[src/inc/csp_pkg.sv]
// csp_pkg: constants, command codes and carriers of the command sequencer
// assumes a 125 MHz system clock and a 32-bit classic wishbone register bus
package csp_pkg;

  localparam int ADR_W = 8;
  localparam int DAT_W = 32;

  // register byte offsets
  localparam logic [ADR_W-1:0] OFS_COMMAND     = 8'h00;
  localparam logic [ADR_W-1:0] OFS_FIFO_DATA   = 8'h04;
  localparam logic [ADR_W-1:0] OFS_FIFO_LEVEL  = 8'h08;
  localparam logic [ADR_W-1:0] OFS_COM_IRQ     = 8'h0C;
  localparam logic [ADR_W-1:0] OFS_DRIVER_CTRL = 8'h10;
  localparam logic [ADR_W-1:0] OFS_BIT_FRAMING = 8'h14;
  localparam logic [ADR_W-1:0] OFS_STATUS      = 8'h18;
  localparam logic [ADR_W-1:0] OFS_ID3_SEL     = 8'h1C;
  localparam logic [ADR_W-1:0] OFS_ID3_DATA    = 8'h20;
  localparam logic [ADR_W-1:0] OFS_CHECK_BYTE  = 8'h24;

  // field positions
  localparam int CMD_SLEEP_BIT   = 4;
  localparam int LVL_FLUSH_BIT   = 7;
  localparam int IRQ_IDLE_BIT    = 4;
  localparam int DRV_ONE_BIT     = 0;
  localparam int DRV_TWO_BIT     = 1;
  localparam int FRM_TRIGGER_BIT = 7;
  localparam int ST_SOFT_PD_BIT  = 0;
  localparam int ST_EXITING_BIT  = 1;
  localparam int ST_FIELD_BIT    = 2;
  localparam int ST_BUSY_BIT     = 3;

  // fifo and configuration buffer
  localparam int FIFO_DEPTH = 64;
  localparam int PTR_W      = 6;
  localparam int LVL_W      = 7;
  localparam int CFG_BYTES  = 25;
  localparam int IDX_W      = 5;
  localparam int ID3_BYTES  = 10;
  localparam int NFCID1_POS = 2;
  localparam int NFCID2_POS = 8;
  localparam int NFCID3_POS = 24;
  localparam int NFCID1_LEN = 3;
  localparam int NFCID2_LEN = 6;
  localparam logic [7:0] NFCID1_FIXED = 8'h08;
  localparam logic [7:0] CASCADE_TAG  = 8'h88;
  localparam logic [1:0] DRV_CTRL_RST = 2'h0;

  // timing
  localparam int CNT_W = 11;
  localparam logic [CNT_W-1:0] EXIT_CLKS    = 11'h400;
  localparam logic [CNT_W-1:0] STARTUP_CLKS = 11'h400;
  localparam int CLK_NS   = 8;
  localparam int SPIKE_NS = 10;
  localparam int SPIKE_CYC = (SPIKE_NS + CLK_NS - 1) / CLK_NS;

  // random generator; seed value is arbitrary
  localparam logic [15:0] LFSR_SEED = 16'h5A3C;
  localparam logic [15:0] LFSR_TAPS = 16'hB400;

  typedef enum logic [3:0] {
    CMD_IDLE        = 4'h0,
    CMD_CONFIG      = 4'h1,
    CMD_RANDOM_ID   = 4'h2,
    CMD_CHECKSUM    = 4'h3,
    CMD_TRANSMIT    = 4'h4,
    CMD_HOLD        = 4'h7,
    CMD_RECEIVE     = 4'h8,
    CMD_SEND_LISTEN = 4'hC,
    CMD_AUTO_ACT    = 4'hD,
    CMD_SOFT_RESET  = 4'hF
  } csp_cmd_t;

  typedef enum logic [2:0] {
    PH_IDLE     = 3'h0,
    PH_WAIT_ARG = 3'h1,
    PH_LOAD     = 3'h2,
    PH_READBACK = 3'h3,
    PH_RANDOM   = 3'h4,
    PH_RUN      = 3'h5
  } csp_phase_t;

  typedef struct packed {
    logic             cyc;
    logic             stb;
    logic             we;
    logic [ADR_W-1:0] adr;
    logic [3:0]       sel;
    logic [DAT_W-1:0] dat;
  } csp_wb_req_t;

  // byte of the 10-byte identifier to its slot in the configuration buffer
  function automatic logic [IDX_W-1:0] id3_slot(input logic [3:0] i);
    if (i < 4'(NFCID1_LEN))
      id3_slot = IDX_W'(NFCID1_POS) + IDX_W'(i);
    else if (i < 4'(NFCID1_LEN + NFCID2_LEN))
      id3_slot = IDX_W'(NFCID2_POS - NFCID1_LEN) + IDX_W'(i);
    else
      id3_slot = IDX_W'(NFCID3_POS);
  endfunction

endpackage

[src/hdl/csp_lfsr.sv]
// csp_lfsr: free-running random byte source for identifier generation
// assumes nothing beyond the system clock; advances eight steps a cycle
`timescale 1ns/100ps
`default_nettype none
module csp_lfsr (
  input  wire logic       clk,
  input  wire logic       rst_b,
  output logic      [7:0] rnd
);
  import csp_pkg::*;

  typedef struct packed {
    logic [15:0] sr;
  } csp_lfsr_t;

  csp_lfsr_t r_reg;
  csp_lfsr_t r_next;

  always_comb begin
    r_next = r_reg;
    for (int i = 0; i < 8; i++) begin
      if (r_next.sr[0])
        r_next.sr = (r_next.sr >> 1) ^ LFSR_TAPS;
      else
        r_next.sr = r_next.sr >> 1;
    end
  end

  always_ff @(posedge clk) begin
    if (!rst_b)
      r_reg <= '{sr: LFSR_SEED};
    else
      r_reg <= r_next;
  end

  assign rnd = r_reg.sr[7:0];

endmodule
`default_nettype wire

[src/hdl/csp_rstfilt.sv]
// csp_rstfilt: synchroniser and spike filter of the reset/power-down pin
// assumes the pin is asynchronous to CLK_SYS; output high means power-down
`timescale 1ns/100ps
`default_nettype none
module csp_rstfilt (
  input  wire logic clk,
  input  wire logic rst_b,
  input  wire logic pin_b,
  output logic      pd
);
  import csp_pkg::*;

  typedef struct packed {
    logic       s1;
    logic       s2;
    logic       s3;
    logic [1:0] cnt;
    logic       pd;
  } csp_rf_t;

  csp_rf_t r_reg;
  csp_rf_t r_next;

  always_comb begin
    r_next = r_reg;
    r_next.s1 = pin_b;
    r_next.s2 = r_reg.s1;
    r_next.s3 = r_reg.s2;
    // short pulses never outlast the count and are dropped
    if (r_reg.s2 == r_reg.s3 && r_reg.s3 == r_reg.pd) begin
      if (r_reg.cnt == 2'(SPIKE_CYC - 1)) begin
        r_next.pd  = ~r_reg.s3;
        r_next.cnt = 2'h0;
      end else begin
        r_next.cnt = r_reg.cnt + 2'h1;
      end
    end else begin
      r_next.cnt = 2'h0;
    end
  end

  always_ff @(posedge clk) begin
    if (!rst_b)
      r_reg <= '{s1: 1'b1, s2: 1'b1, s3: 1'b1, cnt: 2'h0, pd: 1'b0};
    else
      r_reg <= r_next;
  end

  assign pd = r_reg.pd;

endmodule
`default_nettype wire

[src/hdl/csp_top.sv]
// csp_top: command sequencer, fifo, configuration buffer, power control
// assumes a classic wishbone master on CLK_SYS and datapaths on CLK_SYS
// Function
// - reset pin low freezes state, stops clock and bus answer
// - sleep bit set enters soft power-down
// - soft power-down keeps registers, fifo, configuration
// - sleep bit reads one 1024 clocks after clear
// - either driver enable cleared stops field, in soft power-down only at its exit
// - reset spikes ignored, hold low for three consecutive clock samples
// - 1024 clock startup delay before host access
// - command code starts, data via fifo only
// - decoder uses the documented 4-bit codes
// - stream commands start at once, except send-listen
// - fixed-argument command waits for full argument count
// - command start never flushes the fifo, except soft reset
// - new command code aborts running command
// - hold code changes only other command bits
// - idle cancels activity and ends itself
// - configure loads 25 bytes into buffer
// - first identifier byte fixed, check byte computed
// - ten-byte identifier built from buffer bytes
// - configure on empty fifo reads buffer back
// - configuration survives hard power-down
// - configure ends itself back to idle
// - random id overwrites nine buffer bytes, ends
// - return to idle sets idle event flag
// - software reset clears registers, keeps buffer
`timescale 1ns/100ps
`default_nettype none
module csp_top (
  input  wire logic                 CLK_SYS,
  input  wire logic                 RST_B,
  input  wire logic                 RESET_SLEEP_REQUEST_BIT_PIN_B,
  input  wire csp_pkg::csp_wb_req_t WB_I,
  output logic                      WB_ACK_O,
  output logic [csp_pkg::DAT_W-1:0] WB_DAT_O,
  input  wire logic                 DP_DONE,
  output logic                      DP_START,
  output csp_pkg::csp_cmd_t         DP_CMD,
  output logic                      ANT_FIELD_ON,
  output logic                      OSC_RUN
);
  import csp_pkg::*;

  typedef struct packed {
    logic                           ack;
    logic [DAT_W-1:0]               rdat;
    csp_cmd_t                       cmd;
    csp_phase_t                     phase;
    logic [IDX_W-1:0]               idx;
    logic                           sleep;
    logic                           pd_soft;
    logic [CNT_W-1:0]               exit_cnt;
    logic [CNT_W-1:0]               boot_cnt;
    logic                           hard_pd;
    logic [1:0]                     drv_en;
    logic                           trigger;
    logic                           idle_flag;
    logic [3:0]                     id3_sel;
    logic [FIFO_DEPTH-1:0][7:0]     fifo;
    logic [PTR_W-1:0]               wp;
    logic [PTR_W-1:0]               rp;
    logic [LVL_W-1:0]               lvl;
    logic [CFG_BYTES-1:0][7:0]      cfg;
    logic                           dp_start;
    logic                           field;
    logic                           osc;
  } csp_top_t;

  csp_top_t   r_reg;
  csp_top_t   r_next;
  logic       pin_pd;
  logic [7:0] rnd;

  csp_rstfilt u_rstfilt (
    .clk   (CLK_SYS),
    .rst_b (RST_B),
    .pin_b (RESET_SLEEP_REQUEST_BIT_PIN_B),
    .pd    (pin_pd)
  );

  csp_lfsr u_lfsr (
    .clk   (CLK_SYS),
    .rst_b (RST_B),
    .rnd   (rnd)
  );

  // register defaults; the configuration buffer is passed through
  function automatic csp_top_t rst_val(
    input logic [CFG_BYTES-1:0][7:0] cfg);
    rst_val          = '0;
    rst_val.cmd      = CMD_IDLE;
    rst_val.phase    = PH_IDLE;
    rst_val.drv_en   = DRV_CTRL_RST;
    rst_val.boot_cnt = STARTUP_CLKS;
    rst_val.osc      = 1'b1;
    rst_val.cfg      = cfg;
  endfunction

  function automatic logic known_cmd(input logic [3:0] c);
    case (c)
      CMD_IDLE, CMD_CONFIG, CMD_RANDOM_ID, CMD_CHECKSUM, CMD_TRANSMIT,
      CMD_HOLD, CMD_RECEIVE, CMD_SEND_LISTEN, CMD_AUTO_ACT,
      CMD_SOFT_RESET: known_cmd = 1'b1;
      default:        known_cmd = 1'b0;
    endcase
  endfunction

  always_comb begin
    logic       do_push;
    logic       do_pop;
    logic       push_ok;
    logic       pop_ok;
    logic       flush;
    logic       soft_rst;
    logic       finish;
    logic [7:0] push_data;
    logic [7:0] pop_data;
    logic [7:0] rb;
    logic [3:0] code;
    do_push   = 1'b0;
    do_pop    = 1'b0;
    push_ok   = 1'b0;
    pop_ok    = 1'b0;
    flush     = 1'b0;
    soft_rst  = 1'b0;
    finish    = 1'b0;
    push_data = 8'h00;
    pop_data  = r_reg.fifo[r_reg.rp];
    rb        = 8'h00;
    code      = WB_I.dat[3:0];
    r_next    = r_reg;
    r_next.dp_start = 1'b0;
    r_next.ack      = 1'b0;

    if (pin_pd) begin
      // whole state held; only the bus handshake, start pulse and clock are dropped
      r_next.hard_pd = 1'b1;
      r_next.osc     = 1'b0;
    end else if (r_reg.hard_pd) begin
      r_next = rst_val(r_reg.cfg);
    end else begin
      if (r_reg.boot_cnt != '0)
        r_next.boot_cnt = r_reg.boot_cnt - CNT_W'(1);

      if (r_reg.exit_cnt != '0) begin
        r_next.exit_cnt = r_reg.exit_cnt - CNT_W'(1);
        if (r_reg.exit_cnt == CNT_W'(1)) begin
          r_next.sleep   = 1'b0;
          r_next.pd_soft = 1'b0;
        end
      end

      // bus slave; no answer at all until the startup delay has run out
      if (WB_I.cyc && WB_I.stb && !r_reg.ack && r_reg.boot_cnt == '0) begin
        r_next.ack = 1'b1;
        if (WB_I.we && WB_I.sel[0]) begin
          unique case (WB_I.adr)
            OFS_COMMAND: begin
              if (WB_I.dat[CMD_SLEEP_BIT]) begin
                r_next.sleep    = 1'b1;
                r_next.pd_soft  = 1'b1;
                r_next.exit_cnt = '0;
              end else if (r_reg.sleep && r_reg.exit_cnt == '0) begin
                r_next.exit_cnt = EXIT_CLKS;
              end
              // undefined codes leave the running command alone
              if (code != CMD_HOLD && known_cmd(code)) begin
                r_next.cmd   = csp_cmd_t'(code);
                r_next.phase = PH_IDLE;
                r_next.idx   = '0;
                unique case (csp_cmd_t'(code))
                  CMD_IDLE:       r_next.idle_flag = 1'b1;
                  CMD_SOFT_RESET: soft_rst = 1'b1;
                  CMD_CONFIG: begin
                    if (r_reg.lvl == '0)
                      r_next.phase = PH_READBACK;
                    else
                      r_next.phase = PH_WAIT_ARG;
                  end
                  CMD_RANDOM_ID:  r_next.phase = PH_RANDOM;
                  CMD_SEND_LISTEN: r_next.phase = PH_RUN;
                  default: begin
                    // fifo left as loaded by the host
                    r_next.phase    = PH_RUN;
                    r_next.dp_start = 1'b1;
                  end
                endcase
              end
            end
            OFS_FIFO_DATA: begin
              do_push   = 1'b1;
              push_data = WB_I.dat[7:0];
            end
            OFS_FIFO_LEVEL:  flush = WB_I.dat[LVL_FLUSH_BIT];
            OFS_COM_IRQ: begin
              if (WB_I.dat[IRQ_IDLE_BIT])
                r_next.idle_flag = 1'b0;
            end
            OFS_DRIVER_CTRL: begin
              r_next.drv_en[DRV_ONE_BIT] = WB_I.dat[DRV_ONE_BIT];
              r_next.drv_en[DRV_TWO_BIT] = WB_I.dat[DRV_TWO_BIT];
            end
            OFS_BIT_FRAMING: r_next.trigger = WB_I.dat[FRM_TRIGGER_BIT];
            OFS_ID3_SEL:     r_next.id3_sel = WB_I.dat[3:0];
            default: ;
          endcase
        end else if (!WB_I.we) begin
          unique case (WB_I.adr)
            OFS_COMMAND: begin
              rb[3:0]           = r_reg.cmd;
              rb[CMD_SLEEP_BIT] = r_reg.sleep;
            end
            OFS_FIFO_DATA: begin
              rb     = (r_reg.lvl != '0) ? pop_data : 8'h00;
              do_pop = 1'b1;
            end
            OFS_FIFO_LEVEL: rb = 8'(r_reg.lvl);
            OFS_COM_IRQ:    rb[IRQ_IDLE_BIT] = r_reg.idle_flag;
            OFS_DRIVER_CTRL: rb[1:0] = r_reg.drv_en;
            OFS_BIT_FRAMING: rb[FRM_TRIGGER_BIT] = r_reg.trigger;
            OFS_STATUS: begin
              rb[ST_SOFT_PD_BIT] = r_reg.pd_soft;
              rb[ST_EXITING_BIT] = (r_reg.exit_cnt != '0);
              rb[ST_FIELD_BIT]   = r_reg.field;
              rb[ST_BUSY_BIT]    = (r_reg.phase != PH_IDLE);
            end
            OFS_ID3_SEL:  rb[3:0] = r_reg.id3_sel;
            OFS_ID3_DATA: rb = r_reg.cfg[id3_slot(r_reg.id3_sel)];
            OFS_CHECK_BYTE: begin
              rb = CASCADE_TAG ^ r_reg.cfg[NFCID1_POS]
                 ^ r_reg.cfg[NFCID1_POS + 1] ^ r_reg.cfg[NFCID1_POS + 2];
            end
            default: ;
          endcase
        end
        r_next.rdat = {24'h000000, rb};
      end

      // sequencer; frozen while the oscillator is off
      if (!r_reg.pd_soft) begin
        unique case (r_reg.phase)
          PH_IDLE: ;
          PH_WAIT_ARG: begin
            if (r_reg.lvl >= LVL_W'(CFG_BYTES))
              r_next.phase = PH_LOAD;
          end
          PH_LOAD: begin
            do_pop = 1'b1;
            if (r_reg.idx == IDX_W'(NFCID1_POS))
              r_next.cfg[r_reg.idx] = NFCID1_FIXED;
            else
              r_next.cfg[r_reg.idx] = pop_data;
            r_next.idx = r_reg.idx + IDX_W'(1);
            finish = (r_reg.idx == IDX_W'(CFG_BYTES - 1));
          end
          PH_READBACK: begin
            do_push    = 1'b1;
            push_data  = r_reg.cfg[r_reg.idx];
            r_next.idx = r_reg.idx + IDX_W'(1);
            finish = (r_reg.idx == IDX_W'(CFG_BYTES - 1));
          end
          PH_RANDOM: begin
            // fixed leading identifier byte is never replaced
            if (id3_slot(r_reg.idx[3:0]) != IDX_W'(NFCID1_POS))
              r_next.cfg[id3_slot(r_reg.idx[3:0])] = rnd;
            r_next.idx = r_reg.idx + IDX_W'(1);
            finish = (r_reg.idx == IDX_W'(ID3_BYTES - 1));
          end
          PH_RUN: begin
            if (r_reg.cmd == CMD_SEND_LISTEN && r_reg.trigger) begin
              r_next.dp_start = 1'b1;
              r_next.trigger  = 1'b0;
            end
            if (DP_DONE) begin
              unique case (r_reg.cmd)
                CMD_TRANSMIT, CMD_RECEIVE: finish = 1'b1;
                CMD_AUTO_ACT: r_next.cmd = CMD_SEND_LISTEN;
                default: ;
              endcase
            end
          end
          default: r_next.phase = PH_IDLE;
        endcase
      end

      if (finish) begin
        r_next.cmd       = CMD_IDLE;
        r_next.phase     = PH_IDLE;
        r_next.idle_flag = 1'b1;
      end

      // fifo update; sequencer access takes the slot over the bus
      push_ok = do_push && r_reg.lvl != LVL_W'(FIFO_DEPTH);
      pop_ok  = do_pop && r_reg.lvl != '0;
      if (flush) begin
        r_next.wp  = '0;
        r_next.rp  = '0;
        r_next.lvl = '0;
      end else begin
        if (push_ok) begin
          r_next.fifo[r_reg.wp] = push_data;
          r_next.wp = r_reg.wp + PTR_W'(1);
        end
        if (pop_ok)
          r_next.rp = r_reg.rp + PTR_W'(1);
        unique case ({push_ok, pop_ok})
          2'b10:   r_next.lvl = r_reg.lvl + LVL_W'(1);
          2'b01:   r_next.lvl = r_reg.lvl - LVL_W'(1);
          default: r_next.lvl = r_reg.lvl;
        endcase
      end

      // field output keeps its level through soft power-down; oscillator stops
      if (!r_next.pd_soft)
        r_next.field = &r_next.drv_en;
      r_next.osc = !r_next.pd_soft;

      if (soft_rst) begin
        r_next           = rst_val(r_reg.cfg);
        r_next.boot_cnt  = '0;
        r_next.ack       = 1'b1;
        r_next.idle_flag = 1'b1;
      end
    end
  end

  always_ff @(posedge CLK_SYS) begin
    if (!RST_B)
      r_reg <= rst_val('0);
    else
      r_reg <= r_next;
  end

  assign WB_ACK_O     = r_reg.ack;
  assign WB_DAT_O     = r_reg.rdat;
  assign DP_START     = r_reg.dp_start;
  assign DP_CMD       = r_reg.cmd;
  assign ANT_FIELD_ON = r_reg.field;
  assign OSC_RUN      = r_reg.osc;

endmodule
`default_nettype wire

[config.mk]
export PLATFORM = sky130hd
export DESIGN_NAME = csp_top
export DESIGN_NICKNAME = d
export VERILOG_FILES = /design/src/inc/csp_pkg.sv /design/src/hdl/csp_lfsr.sv /design/src/hdl/csp_rstfilt.sv /design/src/hdl/csp_top.sv
export SDC_FILE = /design/constraint.sdc
export NUM_CORES = 2
export LEC_CHECK = 0
export BUFFER_PORTS_ARGS = -buffer_cell sky130_fd_sc_hd__buf_4
export CAP_MARGIN = 20
export CORE_AREA = 2 2 271 273
export CTS_CLUSTER_SIZE = 20
export DETAILED_ROUTE_END_ITERATION = 6
export DIE_AREA = 0 0 273 275
export GPL_ROUTABILITY_DRIVEN = 0
export MAX_ROUTING_LAYER = met4
export PLACE_DENSITY = 0.71
export RECOVER_POWER = 100
export SETUP_SLACK_MARGIN = 0.5
export SLEW_MARGIN = 20
export SYNTH_ARGS = -nofsm -noshare
export SYNTH_HDL_FRONTEND = slang
export SYNTH_HIERARCHICAL = 1
export SYNTH_SLANG_ARGS = --single-unit
[constraint.sdc]
create_clock -name CLK_SYS -period 4.3 [get_ports CLK_SYS]
set_input_delay 0.215 -clock CLK_SYS [delete_from_list [all_inputs] [get_ports CLK_SYS]]
set_output_delay 0.215 -clock CLK_SYS [all_outputs]
set_load 0.01 [all_outputs]
==> impl_metrics.env <==
export IMPL_outcome="complete, but fails checks"
export IMPL_violations="design-rule violations, max-capacitance violations, max-slew violations"
export IMPL_syn_inst=3959
export IMPL_critPathRequiredTime_ns=4.92
export IMPL_drv_cap=1
export IMPL_synth_edf_count=0
export IMPL_post_route_period_util_pct=95.7
export IMPL_reg2reg_depth=11
export IMPL_async_flop_share_pct=0
export IMPL_yosysSeqAreaShare_pct=41.3
export IMPL_synth_top_area_share_pct=41.3
export IMPL_ios=91
export IMPL_vdd_drop_max_mv=0.564
export IMPL_synth_area_leaders="dfxtp_1, a22o_1, mux4_2"
export IMPL_synthToLayoutAreaGrowth_pct=12.0
export IMPL_cts_tree="built"
export IMPL_dr_pass1_iters=7
export IMPL_power_density_mw_per_mm2=384
export IMPL_hpwl_mm=90.0
export IMPL_wl_met3_mm=16.4
export IMPL_cts_root_buf="clkbuf_16"
export IMPL_wl_per_cell_um=27.7
export IMPL_largest_reg_flops=772
export IMPL_clock_skew_ns=0.0462
export IMPL_clk_latency_ns=0.68
export IMPL_cp_end_kind="register"
export IMPL_clockBufferDepth=3
export IMPL_rows=99
export IMPL_synth_avg_cell_area_um2=9.91
export IMPL_met1_length_mm=54.6
export IMPL_leakage_nw=15.6
export IMPL_finalMaxSlewViolations=45
export IMPL_dieArea_mm2=0.0751
export IMPL_arrival_ns=4.74
export IMPL_num_vias=35024
export IMPL_fp_dieW_um=273
export IMPL_min_path_cells=6
export IMPL_final_cell_mix="dfxtp_1, a22o_1, nand2_1"
export IMPL_fin_hold_ws_ns=0.0426
export IMPL_yosys_area_top_type="dfxtp_1"
export IMPL_critPathKind="reg2reg"
export IMPL_synth_flop_cell="dfxtp_1"
export IMPL_numClockSinks=810
export IMPL_synth_seq_cells=810
export IMPL_core_mm2=0.0723
export IMPL_clock_fmax_mhz=243
export IMPL_port_buffers=39
export IMPL_overflow=0
export IMPL_mostFrequentLayoutCell="dfxtp_1"
export IMPL_drc=38
export IMPL_fin_nets=4001
export IMPL_crit_fanout=15
export IMPL_synth_cell_types=92
export IMPL_h_tree_depth=3
export IMPL_period_minus_slack_ns=4.11
export IMPL_syn_area_mm2=0.0392
export IMPL_hp_class="in2reg"
export IMPL_drive_above_1_share_pct=15.1
export IMPL_grt_pass1_wl_mm=203
export IMPL_worst_setup_path_start_kind="register"
export IMPL_via_per_inst=7.07
export IMPL_die_height_um=275
export IMPL_wl_mm=137
export IMPL_top_layer="met4"
export IMPL_grt_setup_unrepaired="true"
export IMPL_grt_pass1_vias=32276
export IMPL_n_fill_cell=6051
export IMPL_tns_ns=0
export IMPL_ys_warn_count=6
export IMPL_hold_viol_final=0
export IMPL_maxSlewHeadroom_pct=-23.9
export IMPL_wl_met2_mm=58.6
export IMPL_antenna_found_initial=5
export IMPL_worstMarginPinSlew_ns=1.86
export IMPL_initial_utilization_pct=54.2
export IMPL_numCtsBuffers=86
export IMPL_grt_max_degree=101
export IMPL_antenna_left=0
export IMPL_dp_slack_ns=0.321
export IMPL_first_iter_violations=5243
export IMPL_final_setup_viol_count=0
export IMPL_worst_slack_ns=0.185
export IMPL_clkTransAtPathRegs_ns=0.06
export IMPL_grt_usage_pct=36.2
-- cells in the mapped netlist, drive strengths merged (65+ instances only) --
cell type and n:
nor2 288, a22o 515, mux2i 140, clkbuf 225, a21oi 184, nand3 65, mux4 172, nand2 302
a22oi 65, o21ai 192, dfxtp 810, buf 120
-- final cells by class --
cell class / instances / area, um^2 / area share, %
sequential: 810 / 16200 / 36.9
tap: 959 / 1200 / 2.73
clock buffer: 122 / 2480 / 5.64
inverter: 45 / 179 / 0.407
clock inverter: 33 / 422 / 0.959
antenna: 4 / 10.0 / 0.0228
timing repair buffer: 200 / 1640 / 3.73
multi-input combinational: 2782 / 21800 / 49.6
-- stage by stage --
| stage | cell area (um^2) | util [%] | std cells | power (mW) |
|---|---|---|---|---|
| after floorplan | 39300 | - | 3982 | 8.97 |
| after global placement | 40700 | 56.3 | 4763 | 9.23 |
| after detailed placement | 40700 | 56.3 | 4763 | 9.27 |
| after CTS | 43700 | 60.4 | 4927 | 16.9 |
| after global routing | 43900 | 60.8 | 4953 | 17.4 |
| final | 44000 | 60.8 | 4955 | 16.9 |
-- power breakdown --
part	leakage, nW	switching [mW]	internal, mW
combinational	7.65	0.841	0.500
sequential	6.53	0.158	7.66
clock	1.43	3.26	4.46
total	15.6	4.26	12.6
-- cells by family after synthesis --
| family | synth area share [%] |
|---|---|
| flops | 41.3 |
| simple gates | 12.4 |
| fa+ha+maj | 0.797 |
| compound gates | 25.9 |
| other cells | 0.00956 |
| xor+xnor | 1.18 |
| buf+inv | 4.25 |
| mux | 14.1 |
-- final timing paths --
path,startpoint,end,slack [ns]
worst max-delay path,r_reg[735],WB_DAT_O[6],0.19
worst min-delay path,WB_I[41],WB_DAT_O[4],0.04
worst max register to register,r_reg[735],WB_DAT_O[6],0.19
worst min register to register,u_lfsr/r_reg[10],u_lfsr/r_reg[2],0.41
-- layer usage --
| metal | global-route usage, % | vias up |
|---|---|---|
| li1 | - | 15135 |
| met1 | 48.0 | 17002 |
| met2 | 52.2 | 2360 |
| met5 | - | - |
| met3 | 8.94 | 527 |
| met4 | 16.7 | 0 |
-- critical path, stage by stage, from the launching register on --
cell and delay, ns:
dfxtp_1 0.36, inv_1 0.13, ha_1 0.29, or4bb_1 0.68
o211a_1 0.53, mux2i_1 0.26, a221oi_1 0.42, a221oi_1 0.14
clkbuf_1 0.23, nor4_1 0.64, buf_4 0.22, o211a_1 0.13
-- what timing repair did --
action                                  in CTS  in global routing
buffers inserted                             1                 22
endpoints found under the setup margin     198                414
hold endpoints to repair                    12                  0
hold buffers                                 8                  0
gates resized for setup                      1                 53
pin swaps                                    0                 12
No activity file was read; power rests on OpenSTA's default activity.
